## config.mk

```make
export PLATFORM = sky130hd
export DESIGN_NAME = shd_direct_regs
export DESIGN_NICKNAME = d
export VERILOG_FILES = /design/src/logic/shd_pkg.sv /design/src/logic/shd_direct_regs.sv /design/src/logic/shd_fifo.sv
export SDC_FILE = /design/constraint.sdc
export NUM_CORES = 2
export LEC_CHECK = 0
export BUFFER_PORTS_ARGS = -buffer_cell sky130_fd_sc_hd__buf_4
export CORE_MARGIN = 1.5
export CORE_UTILIZATION = 45
export CTS_CLUSTER_DIAMETER = 30
export DETAILED_ROUTE_END_ITERATION = 16
export GPL_TIMING_DRIVEN = 1
export PLACE_DENSITY_LB_ADDON = 0.05
export SLEW_MARGIN = 20
export SYNTH_ARGS = -nofsm -noshare
export SYNTH_HDL_FRONTEND = slang
export SYNTH_SLANG_ARGS = --single-unit
```

## constraint.sdc

```tcl
create_clock -name core_clk -period 72.8 [get_ports core_clk]
set_clock_uncertainty 0.15 [all_clocks]
set_input_delay 10.92 -clock core_clk [delete_from_list [all_inputs] [get_ports core_clk]]
set_output_delay 10.92 -clock core_clk [all_outputs]
set_load 0.02 [all_outputs]
```

## src/logic/shd_pkg.sv

```systemverilog
`default_nettype none
package shd_pkg;
   // direct register offsets
   localparam logic [3:0] OFS_STATUS_INDEX = 4'h0;
   localparam logic [3:0] OFS_IRQ_FLAGS = 4'h1;
   localparam logic [3:0] OFS_DATA_LOW = 4'h2;
   localparam logic [3:0] OFS_DATA_HIGH = 4'h3;
   localparam logic [3:0] OFS_OVERRANGE = 4'h4;
   localparam logic [3:0] OFS_XFER_STATUS = 4'h5;
   localparam logic [3:0] OFS_SAMPLE_PORT = 4'h6;
   localparam logic [3:0] OFS_RSVD_SEVEN = 4'h7;
   localparam logic [3:0] OFS_PB_SETUP = 4'h8;
   localparam logic [3:0] OFS_CAP_SETUP = 4'h9;
   localparam logic [3:0] OFS_RSVD_TEN = 4'ha;
   localparam logic [3:0] OFS_RSVD_ELEVEN = 4'hb;
   localparam logic [3:0] OFS_GAME_RAW = 4'hc;
   localparam logic [3:0] OFS_GAME_CTRL = 4'hd;
   localparam logic [3:0] OFS_AXIS_LOW = 4'he;
   localparam logic [3:0] OFS_AXIS_HIGH = 4'hf;
   // window and indirect file
   localparam int DIRECT_COUNT = 16;
   localparam int IND_COUNT = 36;
   localparam logic [5:0] IND_LAST = 6'h23;
   localparam logic [9:0] BASE_MIN = 10'h100;
   localparam logic [9:0] BASE_MAX = 10'h3f8;
   // field positions
   localparam int BIT_READY = 7;
   localparam int BIT_VBL = 6;
   localparam int BIT_PEN = 0;
   localparam int BIT_PIO = 1;
   localparam int BIT_CEN = 0;
   localparam int BIT_CIO = 1;
   // reset values
   localparam logic [7:0] RST_STATUS_INDEX = 8'h00;
   localparam logic [7:0] RST_IRQ_FLAGS = 8'h00;
   localparam logic [7:0] RST_SETUP = 8'h00;
   localparam logic [7:0] RST_GAME_CTRL = 8'hf0;
   localparam logic [15:0] RST_IND_WORD = 16'h0000;
   localparam logic [1:0] PEAK_NONE = 2'h0;
   // sample stream
   localparam int SAMPLE_BYTES = 4;
   localparam logic [1:0] LAST_BYTE = 2'h3;
   localparam int CAP_DEPTH = 16;
   localparam int CAP_AVAIL_WORDS = 1;
   localparam int CAP_LEVEL_WORDS = 8;
   localparam logic [31:0] PB_MIDSCALE = 32'h0000_0000;
   // resource selections
   localparam logic [2:0] DMA_SINGLE = 3'h4;
endpackage
`default_nettype wire
```

## src/logic/shd_direct_regs.sv

```systemverilog
`timescale 1ns/1ps
`default_nettype none
// Notes on behaviour
// - sixteen direct bytes, thirty-six indirect words
// - index bits 5..0 pick indirect word
// - high data byte write commits the word
// - codec and legacy share one irq
// - capture dma four means single channel
// - two-bit peak code per adc channel
// - peak held until debug write or powerdown
// - capture overrun when full, samples dropped
// - overrun cleared after four-byte sample read
// - playback underrun when starved one period
// - underrun cleared by full sample, midscale out
// - capture next byte upper or lower
// - capture data left or right channel
// - capture avail with four bytes, pio mode
// - capture level flag at thirty-two bytes
// - playback next byte upper or lower
module shd_direct_regs
   import shd_pkg::*;
#(
   parameter int FIFO_DEPTH = CAP_DEPTH
) (
   // clock and reset
   input wire logic core_clk,
   input wire logic reset,
   // host register port
   input wire logic [9:0] host_addr,
   input wire logic host_wr,
   input wire logic host_rd,
   input wire logic [7:0] host_wdata,
   output logic [7:0] host_rdata_q,
   output logic host_hit_q,
   // resource configuration
   input wire logic [9:0] codec_io_base,
   input wire logic [3:0] irq_channel,
   input wire logic [2:0] pb_dma_sel,
   input wire logic [2:0] cap_dma_sel,
   output logic resource_ok_q,
   output logic single_channel_q,
   // interrupt events
   input wire logic [7:0] irq_events,
   input wire logic legacy_irq_req,
   output logic irq_shared_q,
   // core status
   input wire logic converter_ready,
   input wire logic chip_power_down,
   // peak detect
   input wire logic peak_valid,
   input wire logic [1:0] peak_left_in,
   input wire logic [1:0] peak_right_in,
   // capture stream
   input wire logic cap_in_valid,
   input wire logic [31:0] cap_in_data,
   output logic cap_in_ready,
   // playback stream
   input wire logic pb_tick,
   output logic [31:0] pb_dac_q,
   output logic pb_dac_valid_q,
   // indirect commit
   output logic ind_commit_q,
   output logic [5:0] ind_commit_index_q,
   output logic [15:0] ind_commit_data_q,
   // setup registers
   output logic [7:0] pb_setup_q,
   output logic [7:0] cap_setup_q,
   // game port
   input wire logic [7:0] game_raw_in,
   input wire logic [15:0] axis_count_in
);
   localparam int CW = $clog2(FIFO_DEPTH + 1);

   function automatic logic [7:0] byte_of(input logic [31:0] w, input logic [1:0] i);
      byte_of = w[8 * i +: 8];
   endfunction

   function automatic logic dma_legal(input logic [2:0] ch);
      dma_legal = (ch == 3'h0) || (ch == 3'h1) || (ch == 3'h3);
   endfunction

   function automatic logic [1:0] peak_max(input logic [1:0] a, input logic [1:0] b);
      peak_max = (a > b) ? a : b;
   endfunction

   logic [15:0] ind_mem [IND_COUNT];
   logic [7:0] status_index_q;
   logic [7:0] irq_flags_q;
   logic [7:0] data_low_q;
   logic [7:0] game_ctrl_q;
   logic [1:0] peak_left_q;
   logic [1:0] peak_right_q;
   logic overrun_q;
   logic underrun_q;
   logic ready_q;
   logic [1:0] cap_byte_q;
   logic [1:0] pb_byte_q;
   logic [31:0] pb_asm_q;
   logic [31:0] pb_word_q;
   logic pb_full_q;
   logic [7:0] rdata_d;
   logic hit;
   logic [3:0] ofs;
   logic wr_hit;
   logic rd_hit;
   logic [5:0] index;
   logic index_ok;
   logic cap_run;
   logic cap_pio;
   logic pb_run;
   logic fifo_in_ready;
   logic cap_valid;
   logic cap_pop;
   logic [31:0] cap_head;
   logic [CW-1:0] cap_count;
   logic cap_avail;
   logic cap_level;
   logic cap_drop;
   logic cap_last_read;
   logic pb_take;
   logic pb_last_write;
   logic pb_starve;
   logic [7:0] xfer_status;

   assign hit = (host_addr[9:4] == codec_io_base[9:4]);
   assign ofs = host_addr[3:0];
   assign wr_hit = host_wr && hit;
   assign rd_hit = host_rd && hit;
   assign index = status_index_q[5:0];
   assign index_ok = (index <= IND_LAST);
   assign cap_run = cap_setup_q[BIT_CEN];
   assign cap_pio = cap_setup_q[BIT_CIO];
   assign pb_run = pb_setup_q[BIT_PEN] && pb_setup_q[BIT_PIO];
   assign cap_avail = cap_pio && (cap_count >= CW'(CAP_AVAIL_WORDS));
   assign cap_level = (cap_count >= CW'(CAP_LEVEL_WORDS));
   assign cap_drop = cap_in_valid && cap_run && !fifo_in_ready;
   assign cap_last_read = rd_hit && (ofs == OFS_SAMPLE_PORT) && cap_valid
      && (cap_byte_q == LAST_BYTE);
   assign cap_pop = cap_last_read;
   assign pb_take = wr_hit && (ofs == OFS_SAMPLE_PORT) && pb_run && !pb_full_q;
   assign pb_last_write = pb_take && (pb_byte_q == LAST_BYTE);
   assign pb_starve = pb_tick && pb_run && !pb_full_q;
   assign cap_in_ready = fifo_in_ready;

   // bytes 0,1 are the left channel, byte 0 of each channel is the lower half
   assign xfer_status = {1'b0, !pb_full_q, !pb_byte_q[1], pb_byte_q[0],
                         cap_level, cap_avail, !cap_byte_q[1], cap_byte_q[0]};

   shd_fifo #(
      .WIDTH(32),
      .DEPTH(FIFO_DEPTH),
      .CW(CW)
   ) u_cap_fifo (
      .core_clk(core_clk),
      .reset(reset),
      .in_valid(cap_in_valid && cap_run),
      .in_ready(fifo_in_ready),
      .in_data(cap_in_data),
      .out_valid(cap_valid),
      .out_ready(cap_pop),
      .out_data(cap_head),
      .count(cap_count)
   );

   // read mux
   always_comb begin
      rdata_d = 8'h00;
      unique case (ofs)
         OFS_STATUS_INDEX: rdata_d = {ready_q, status_index_q[BIT_VBL], index};
         OFS_IRQ_FLAGS: rdata_d = irq_flags_q;
         OFS_DATA_LOW: rdata_d = index_ok ? ind_mem[index][7:0] : 8'h00;
         OFS_DATA_HIGH: rdata_d = index_ok ? ind_mem[index][15:8] : 8'h00;
         OFS_OVERRANGE: rdata_d = {2'h0, underrun_q, overrun_q, peak_right_q, peak_left_q};
         OFS_XFER_STATUS: rdata_d = xfer_status;
         OFS_SAMPLE_PORT: rdata_d = cap_valid ? byte_of(cap_head, cap_byte_q) : 8'h00;
         OFS_PB_SETUP: rdata_d = pb_setup_q;
         OFS_CAP_SETUP: rdata_d = cap_setup_q;
         OFS_GAME_RAW: rdata_d = game_raw_in;
         OFS_GAME_CTRL: rdata_d = game_ctrl_q;
         OFS_AXIS_LOW: rdata_d = axis_count_in[7:0];
         OFS_AXIS_HIGH: rdata_d = axis_count_in[15:8];
         OFS_RSVD_SEVEN, OFS_RSVD_TEN, OFS_RSVD_ELEVEN: rdata_d = 8'h00;
      endcase
   end

   // read answer
   always_ff @(posedge core_clk or posedge reset) begin
      if (reset) begin
         host_rdata_q <= 8'h00;
         host_hit_q <= 1'b0;
      end else begin
         host_hit_q <= rd_hit;
         if (rd_hit) begin
            host_rdata_q <= rdata_d;
         end
      end
   end

   // index, setup and game control
   always_ff @(posedge core_clk or posedge reset) begin
      if (reset) begin
         status_index_q <= RST_STATUS_INDEX;
         data_low_q <= 8'h00;
         pb_setup_q <= RST_SETUP;
         cap_setup_q <= RST_SETUP;
         game_ctrl_q <= RST_GAME_CTRL;
         ready_q <= 1'b0;
      end else begin
         ready_q <= converter_ready;
         if (wr_hit && (ofs == OFS_STATUS_INDEX)) begin
            status_index_q <= {1'b0, host_wdata[6:0]};
         end
         if (wr_hit && (ofs == OFS_DATA_LOW)) begin
            data_low_q <= host_wdata;
         end
         if (wr_hit && (ofs == OFS_PB_SETUP)) begin
            pb_setup_q <= host_wdata;
         end
         if (wr_hit && (ofs == OFS_CAP_SETUP)) begin
            cap_setup_q <= host_wdata;
         end
         if (wr_hit && (ofs == OFS_GAME_CTRL)) begin
            game_ctrl_q <= {game_ctrl_q[7], host_wdata[6:0]};
         end
      end
   end

   // indirect file, committed on the high byte
   always_ff @(posedge core_clk or posedge reset) begin
      if (reset) begin
         for (int i = 0; i < IND_COUNT; i++) begin
            ind_mem[i] <= RST_IND_WORD;
         end
         ind_commit_q <= 1'b0;
         ind_commit_index_q <= 6'h00;
         ind_commit_data_q <= 16'h0000;
      end else begin
         ind_commit_q <= 1'b0;
         if (wr_hit && (ofs == OFS_DATA_HIGH) && index_ok) begin
            ind_mem[index] <= {host_wdata, data_low_q};
            ind_commit_q <= 1'b1;
            ind_commit_index_q <= index;
            ind_commit_data_q <= {host_wdata, data_low_q};
         end
      end
   end

   // sticky interrupt flags, set wins over a zero write
   always_ff @(posedge core_clk or posedge reset) begin
      if (reset) begin
         irq_flags_q <= RST_IRQ_FLAGS;
         irq_shared_q <= 1'b0;
      end else begin
         if (wr_hit && (ofs == OFS_IRQ_FLAGS)) begin
            irq_flags_q <= (irq_flags_q & host_wdata) | irq_events;
         end else begin
            irq_flags_q <= irq_flags_q | irq_events;
         end
         irq_shared_q <= (|irq_flags_q) || legacy_irq_req;
      end
   end

   // resource checks
   always_ff @(posedge core_clk or posedge reset) begin
      if (reset) begin
         resource_ok_q <= 1'b0;
         single_channel_q <= 1'b1;
      end else begin
         single_channel_q <= (cap_dma_sel == DMA_SINGLE);
         resource_ok_q <= (codec_io_base >= BASE_MIN) && (codec_io_base <= BASE_MAX)
            && (codec_io_base[3:0] == 4'h0)
            && ((irq_channel == 4'h5) || (irq_channel == 4'h7) || (irq_channel == 4'h9)
            || (irq_channel == 4'hb) || (irq_channel == 4'hc) || (irq_channel == 4'hf))
            && dma_legal(pb_dma_sel)
            && (dma_legal(cap_dma_sel) || (cap_dma_sel == DMA_SINGLE));
      end
   end

   // peak codes, new peaks win over a clearing write
   always_ff @(posedge core_clk or posedge reset) begin
      if (reset) begin
         peak_left_q <= PEAK_NONE;
         peak_right_q <= PEAK_NONE;
      end else begin
         if (chip_power_down || (wr_hit && (ofs == OFS_OVERRANGE))) begin
            peak_left_q <= peak_valid ? peak_left_in : PEAK_NONE;
            peak_right_q <= peak_valid ? peak_right_in : PEAK_NONE;
         end else if (peak_valid) begin
            peak_left_q <= peak_max(peak_left_q, peak_left_in);
            peak_right_q <= peak_max(peak_right_q, peak_right_in);
         end
      end
   end

   // capture byte walk and overrun
   always_ff @(posedge core_clk or posedge reset) begin
      if (reset) begin
         cap_byte_q <= 2'h0;
         overrun_q <= 1'b0;
      end else begin
         if (rd_hit && (ofs == OFS_SAMPLE_PORT) && cap_valid) begin
            cap_byte_q <= cap_byte_q + 2'h1;
         end
         if (cap_drop) begin
            overrun_q <= 1'b1;
         end else if (cap_last_read) begin
            overrun_q <= 1'b0;
         end
      end
   end

   // playback assembly, hand-off and underrun
   always_ff @(posedge core_clk or posedge reset) begin
      if (reset) begin
         pb_byte_q <= 2'h0;
         pb_asm_q <= 32'h0000_0000;
         pb_word_q <= 32'h0000_0000;
         pb_full_q <= 1'b0;
         underrun_q <= 1'b0;
         pb_dac_q <= PB_MIDSCALE;
         pb_dac_valid_q <= 1'b0;
      end else begin
         pb_dac_valid_q <= pb_tick && pb_run;
         if (pb_take) begin
            pb_byte_q <= pb_byte_q + 2'h1;
            pb_asm_q[8 * pb_byte_q +: 8] <= host_wdata;
         end
         if (pb_last_write) begin
            pb_word_q <= {host_wdata, pb_asm_q[23:0]};
            pb_full_q <= 1'b1;
         end else if (pb_tick && pb_run && pb_full_q) begin
            pb_full_q <= 1'b0;
         end
         if (pb_tick && pb_run) begin
            pb_dac_q <= pb_full_q ? pb_word_q : PB_MIDSCALE;
         end
         if (pb_starve) begin
            underrun_q <= 1'b1;
         end else if (pb_last_write) begin
            underrun_q <= 1'b0;
         end
      end
   end
endmodule // shd_direct_regs
`default_nettype wire

```

## src/logic/shd_fifo.sv

```systemverilog
`timescale 1ns/1ps
`default_nettype none
module shd_fifo #(
   parameter int WIDTH = 32,
   parameter int DEPTH = 16,
   parameter int CW = $clog2(DEPTH + 1)
) (
   // clock and reset
   input wire logic core_clk,
   input wire logic reset,
   // fill side
   input wire logic in_valid,
   output logic in_ready,
   input wire logic [WIDTH-1:0] in_data,
   // drain side
   output logic out_valid,
   input wire logic out_ready,
   output logic [WIDTH-1:0] out_data,
   output logic [CW-1:0] count
);
   localparam int AW = $clog2(DEPTH);
   logic [WIDTH-1:0] mem [DEPTH];
   logic [AW-1:0] wr_ptr_q;
   logic [AW-1:0] rd_ptr_q;
   logic [CW-1:0] count_q;
   logic [CW-1:0] count_d;
   logic in_ready_q;
   logic push;
   logic pop;

   assign push = in_valid && in_ready_q;
   assign pop = out_ready && (count_q != '0);
   assign in_ready = in_ready_q;
   assign out_valid = (count_q != '0);
   assign out_data = mem[rd_ptr_q];
   assign count = count_q;

   always_comb begin
      count_d = count_q;
      if (push && !pop) begin
         count_d = count_q + 1'b1;
      end else if (pop && !push) begin
         count_d = count_q - 1'b1;
      end
   end

   always_ff @(posedge core_clk) begin
      if (push) begin
         mem[wr_ptr_q] <= in_data;
      end
   end

   always_ff @(posedge core_clk or posedge reset) begin
      if (reset) begin
         wr_ptr_q <= '0;
         rd_ptr_q <= '0;
         count_q <= '0;
         in_ready_q <= 1'b1;
      end else begin
         if (push) begin
            wr_ptr_q <= (wr_ptr_q == AW'(DEPTH - 1)) ? '0 : wr_ptr_q + 1'b1;
         end
         if (pop) begin
            rd_ptr_q <= (rd_ptr_q == AW'(DEPTH - 1)) ? '0 : rd_ptr_q + 1'b1;
         end
         count_q <= count_d;
         in_ready_q <= (count_d != CW'(DEPTH));
      end
   end
endmodule // shd_fifo
`default_nettype wire

```

==> results.txt <==
----------------------------------------------------
[Floorplanning]
  Width of the die ... approximately 350 um
  Core Box Area ... 118600 um2
  I/O pin cnt ... 201
  Total Die Area ... approximately 120000 um2
  Chip height ... 349.5 um
  Core Rows ... around 130
  Starting Density ... 0.4557

[Timing]
  Hold WS ... between 0.3 and 0.4 ns
  Final period util ... 0.1907
  # setup viols final ... 0
  Number of pins exceeding their max-slew limit in the final report ... 0
  Minimum clock period ... 13.88 ns
  RSZ-0062 raised after global routing ... no
  Max Clk Rate ... 72.04 MHz
  Final sum of negative setup slack ... 0 ns
  Worst slew margin relative to its limit ... 0.2128
  Worst-Margin Slew ... 1.171 ns
  Fin. Hold Viols ... 0

[Global routing]
  Global-route wire length before repair ... 238300 um
  Maximum number of pins on one net before global-route repair ... 99
  Antenna violations before repair ... 8
  Total congestion overflow after global routing ... 0
  Via count of the first global-routing pass ... around 36000
  Overall fraction of global-route tracks in use ... 0.2653

[Finish]
  Fraction of final layout cells sized beyond drive strength 1 ... 0.3748
  Synthesis-to-layout area growth ... 25.47%
  Commonest non-fill, non-tap cell in the layout ... sky130_fd_sc_hd__dfrtp_1
  Final standard cell utilization of the core ... 0.5717
  Sequential standard cell area ... 34710 um2
  Filler cell count in the final layout ... just over 9000
  Nets@finish ... slightly above 4000
  Multi-input gate area in the final layout ... 18120 um2
  Commonest cells after routing, fill and taps aside ... sky130_fd_sc_hd__dfrtp_1, sky130_fd_sc_hd__mux2_2, sky130_fd_sc_hd__edfxtp_1, sky130_fd_sc_hd__clkbuf_16, sky130_fd_sc_hd__buf_4

[Detailed routing]
  Vias per Instance ... 5.827
  Uppermost metal layer occupied by signal nets ... met5
  Met1 Routed Length ... 66880 um
  First-iteration detailed-routing DRC count ... between 2000 and 2500
  DR WL met3 ... 8422 um
  Final routed wirelength across all metal layers ... around 160000 um
  Number of DRC violations after detailed routing ... 0
  Remaining number of nets flagged by the antenna check after routing ... 0
  Total met2 wirelength after detailed routing ... 79720 um
  DR WL/cell ... 27.77 um
  Detailed-route via count ... 33605
  Detailed Routing Iterations Pass 1 ... 5

[CTS]
  Hold buffer count at cts ... 0
  TritonCTS clock tree ... yes
  Maximum clock path buffer count ... 4
  Clock Root Buffer ... sky130_fd_sc_hd__clkbuf_16
  Number of cells upsized or downsized after cts ... 0
  Buffer count from post-CTS setup fixing ... 0
  Clock buffers created by TritonCTS ... approximately 310
  CTS Sinks ... about 1300
  Clock-pin transition on the worst setup and hold timing paths ... 0.04 ns
  H-tree depth ... 5
  Clock latency reported for the late side of the worst-skew pair ... 0.89 ns

[Worst setup path]
  Critical R2R Launch ... status_index_q[2]
  Startpoint kind of the worst setup timing path ... input pin
  Highest net fanout along the worst path ... 27
  Worst endpoint required time ... 73.37 ns
  Endpoint of the worst register-to-register path ... host_rdata_q[4]
  Register-to-register setup slack ... 68.26 ns
  R2R depth ... 10
  Critical Path Start ... host_addr[5]
  Worst Setup EP ... ind_mem[339]
  Kind of capture point of the worst setup path ... flip-flop
  CP Data Arrival Time ... 14.45 ns
  Critical path type ... input pin to flip-flop

[Power]
  Worst voltage drop across the vdd grid ... between 0.00003 and 0.00004 V
  P per Cell Area ... 32.64 nW/um2
  Tot Pwr ... between 2 and 2.5 mW
  Leakage power total ... 28.34 nW

[Placed design]
  Total half-perimeter wirelength after legalization and detailed placement ... a little over 90000 um
  Placer Congestion ... 0.8387
  Number of buffers inserted by port buffering ... 200

[Yosys]
  Seq/Total Area, Yosys ... 0.6423
  Synth Area per Inst ... 14.91 um2
  Post-synthesis instance total ... 3624
  Post-synth ARST share ... 0.6012
  EDFF count, synth ... 512
  Count of distinct cell types in the synthesized netlist ... 82
  Total standard cell area after synthesis ... 54020 um2
  Synthesis warning total ... 0
  Net Count, Synth ... 3759
  Post-synth top flop ... sky130_fd_sc_hd__dfrtp_1
  Flop and latch count out of synthesis ... around 1300

[Flow run]
  Maximum Capacitance Violations ... 0

[Min path]
  Worst hold path startpoint ... pb_asm_q[10]
  Hold Path Class ... flip-flop to flip-flop

[Run status]
  Outcome ... finished, final reports clean

----------------------------------------------------
==> worst max-delay path: stages <==
cell                       delay, ns
sky130_fd_sc_hd__buf_4          0.11
sky130_fd_sc_hd__xor2_1         0.17
sky130_fd_sc_hd__nor4_4         0.47
sky130_fd_sc_hd__nand3_2        0.30
sky130_fd_sc_hd__nand2b_4       0.46
sky130_fd_sc_hd__inv_6          0.41
sky130_fd_sc_hd__nand2_1        0.23
sky130_fd_sc_hd__nor2_2         0.92
sky130_fd_sc_hd__mux2_2         0.43
==> kinds of logic (layout without fill, tap and decap cells) <==
| group | count (synthesis) | count (layout) | synth area share |
|---|---|---|---|
| buffers and inverters | 314 | 855 | 0.02437 |
| AOI/OAI and AO/OA | 632 | 632 | 0.08257 |
| adders and majority gates | 20 | 20 | 0.004586 |
| other | 0 | 2 | 0 |
| xor gates and xnor gates | 15 | 15 | 0.002432 |
| muxes | 864 | 864 | 0.1958 |
| DFF | 1284 | 1284 | 0.6423 |
| and+or+nand+nor | 495 | 495 | 0.04790 |
==> power by group <==
part	internal, mW	switching, mW	total (mW)
sequential	0.760	0.00579	0.765
combinational	0.0142	0.0375	0.0516
clock	0.982	0.414	1.40
total	1.76	0.457	2.21
==> per-layer routing <==
layer  GRT usage  up-vias
met5           0        -
met4     0.09947        4
met3     0.04890      327
met2      0.4467      986
met1      0.3417    17773
li1            -    14515
==> worst min-delay path by stage <==
stage                   endpoint  cells after the start  slack (ns)
floorplan            pb_asm_q[0]                      2        0.30
global placement    pb_asm_q[20]                      2        0.31
detailed placement  pb_asm_q[17]                      2        0.32
CTS                 pb_asm_q[10]                      2        0.33
global route         ind_mem[66]                      1        0.35
finish              pb_asm_q[10]                      2        0.33
==> synthesized netlist by cell type, types with 20 or more instances <==
master	instances	area share
sky130_fd_sc_hd__mux4_2	86	0.036
sky130_fd_sc_hd__a22oi_1	175	0.024
sky130_fd_sc_hd__edfxtp_1	512	0.28
sky130_fd_sc_hd__o21ai_0	109	0.010
sky130_fd_sc_hd__dfrtp_1	767	0.36
sky130_fd_sc_hd__buf_1	37	0.0026
sky130_fd_sc_hd__a221oi_1	50	0.0081
sky130_fd_sc_hd__a22o_1	57	0.0092
sky130_fd_sc_hd__and2_1	20	0.0023
sky130_fd_sc_hd__nand3_1	35	0.0032
sky130_fd_sc_hd__mux2_2	602	0.13
sky130_fd_sc_hd__inv_1	21	0.0015
sky130_fd_sc_hd__clkbuf_1	194	0.013
sky130_fd_sc_hd__mux2i_1	95	0.018
sky130_fd_sc_hd__a31oi_1	46	0.0053
sky130_fd_sc_hd__nor2_1	40	0.0028
sky130_fd_sc_hd__buf_2	52	0.0048
sky130_fd_sc_hd__mux2_1	81	0.017
sky130_fd_sc_hd__nand2_1	240	0.017
sky130_fd_sc_hd__a21oi_1	53	0.0049
sky130_fd_sc_hd__nor2_2	24	0.0028
sky130_fd_sc_hd__o22ai_1	35	0.0041
==> metrics by stage <==
stage               cell area [um2]  instances  setup WS (ns)
floorplan                     54020       3624          40.07
global placement              57030       5213          58.12
detailed placement            57070       5215          57.93
CTS                           67750       5765          58.84
global route                  67770       5765          58.80
finish                        67780       5767          58.92
==> layout make-up <==
type	instances	area share
multi-input cells	2026	0.2673
diodes	2	0.00007384
well taps	1600	0.02954
clock buffers	388	0.1269
flip-flops and latches	1284	0.5121
repair buffers	283	0.03205
inverters	22	0.001403
clock inverters	162	0.03059
==> registers in the layout, summed over array words and instances, names as in the netlist, 4 cells and up <==
signal,flops
cap_setup_q,8
irq_flags_q,8
u_cap_fifo.count,5
u_cap_fifo.wr_ptr_q,4
status_index_q,7
u_cap_fifo.rd_ptr_q,4
pb_word_q,32
host_rdata_q,8
pb_dac_q,32
data_low_q,8
ind_mem,576
game_ctrl_q,7
ind_commit_data_q,16
pb_asm_q,24
u_cap_fifo.mem,512
ind_commit_index_q,6
pb_setup_q,8
Power figures use the tool's default switching activity.
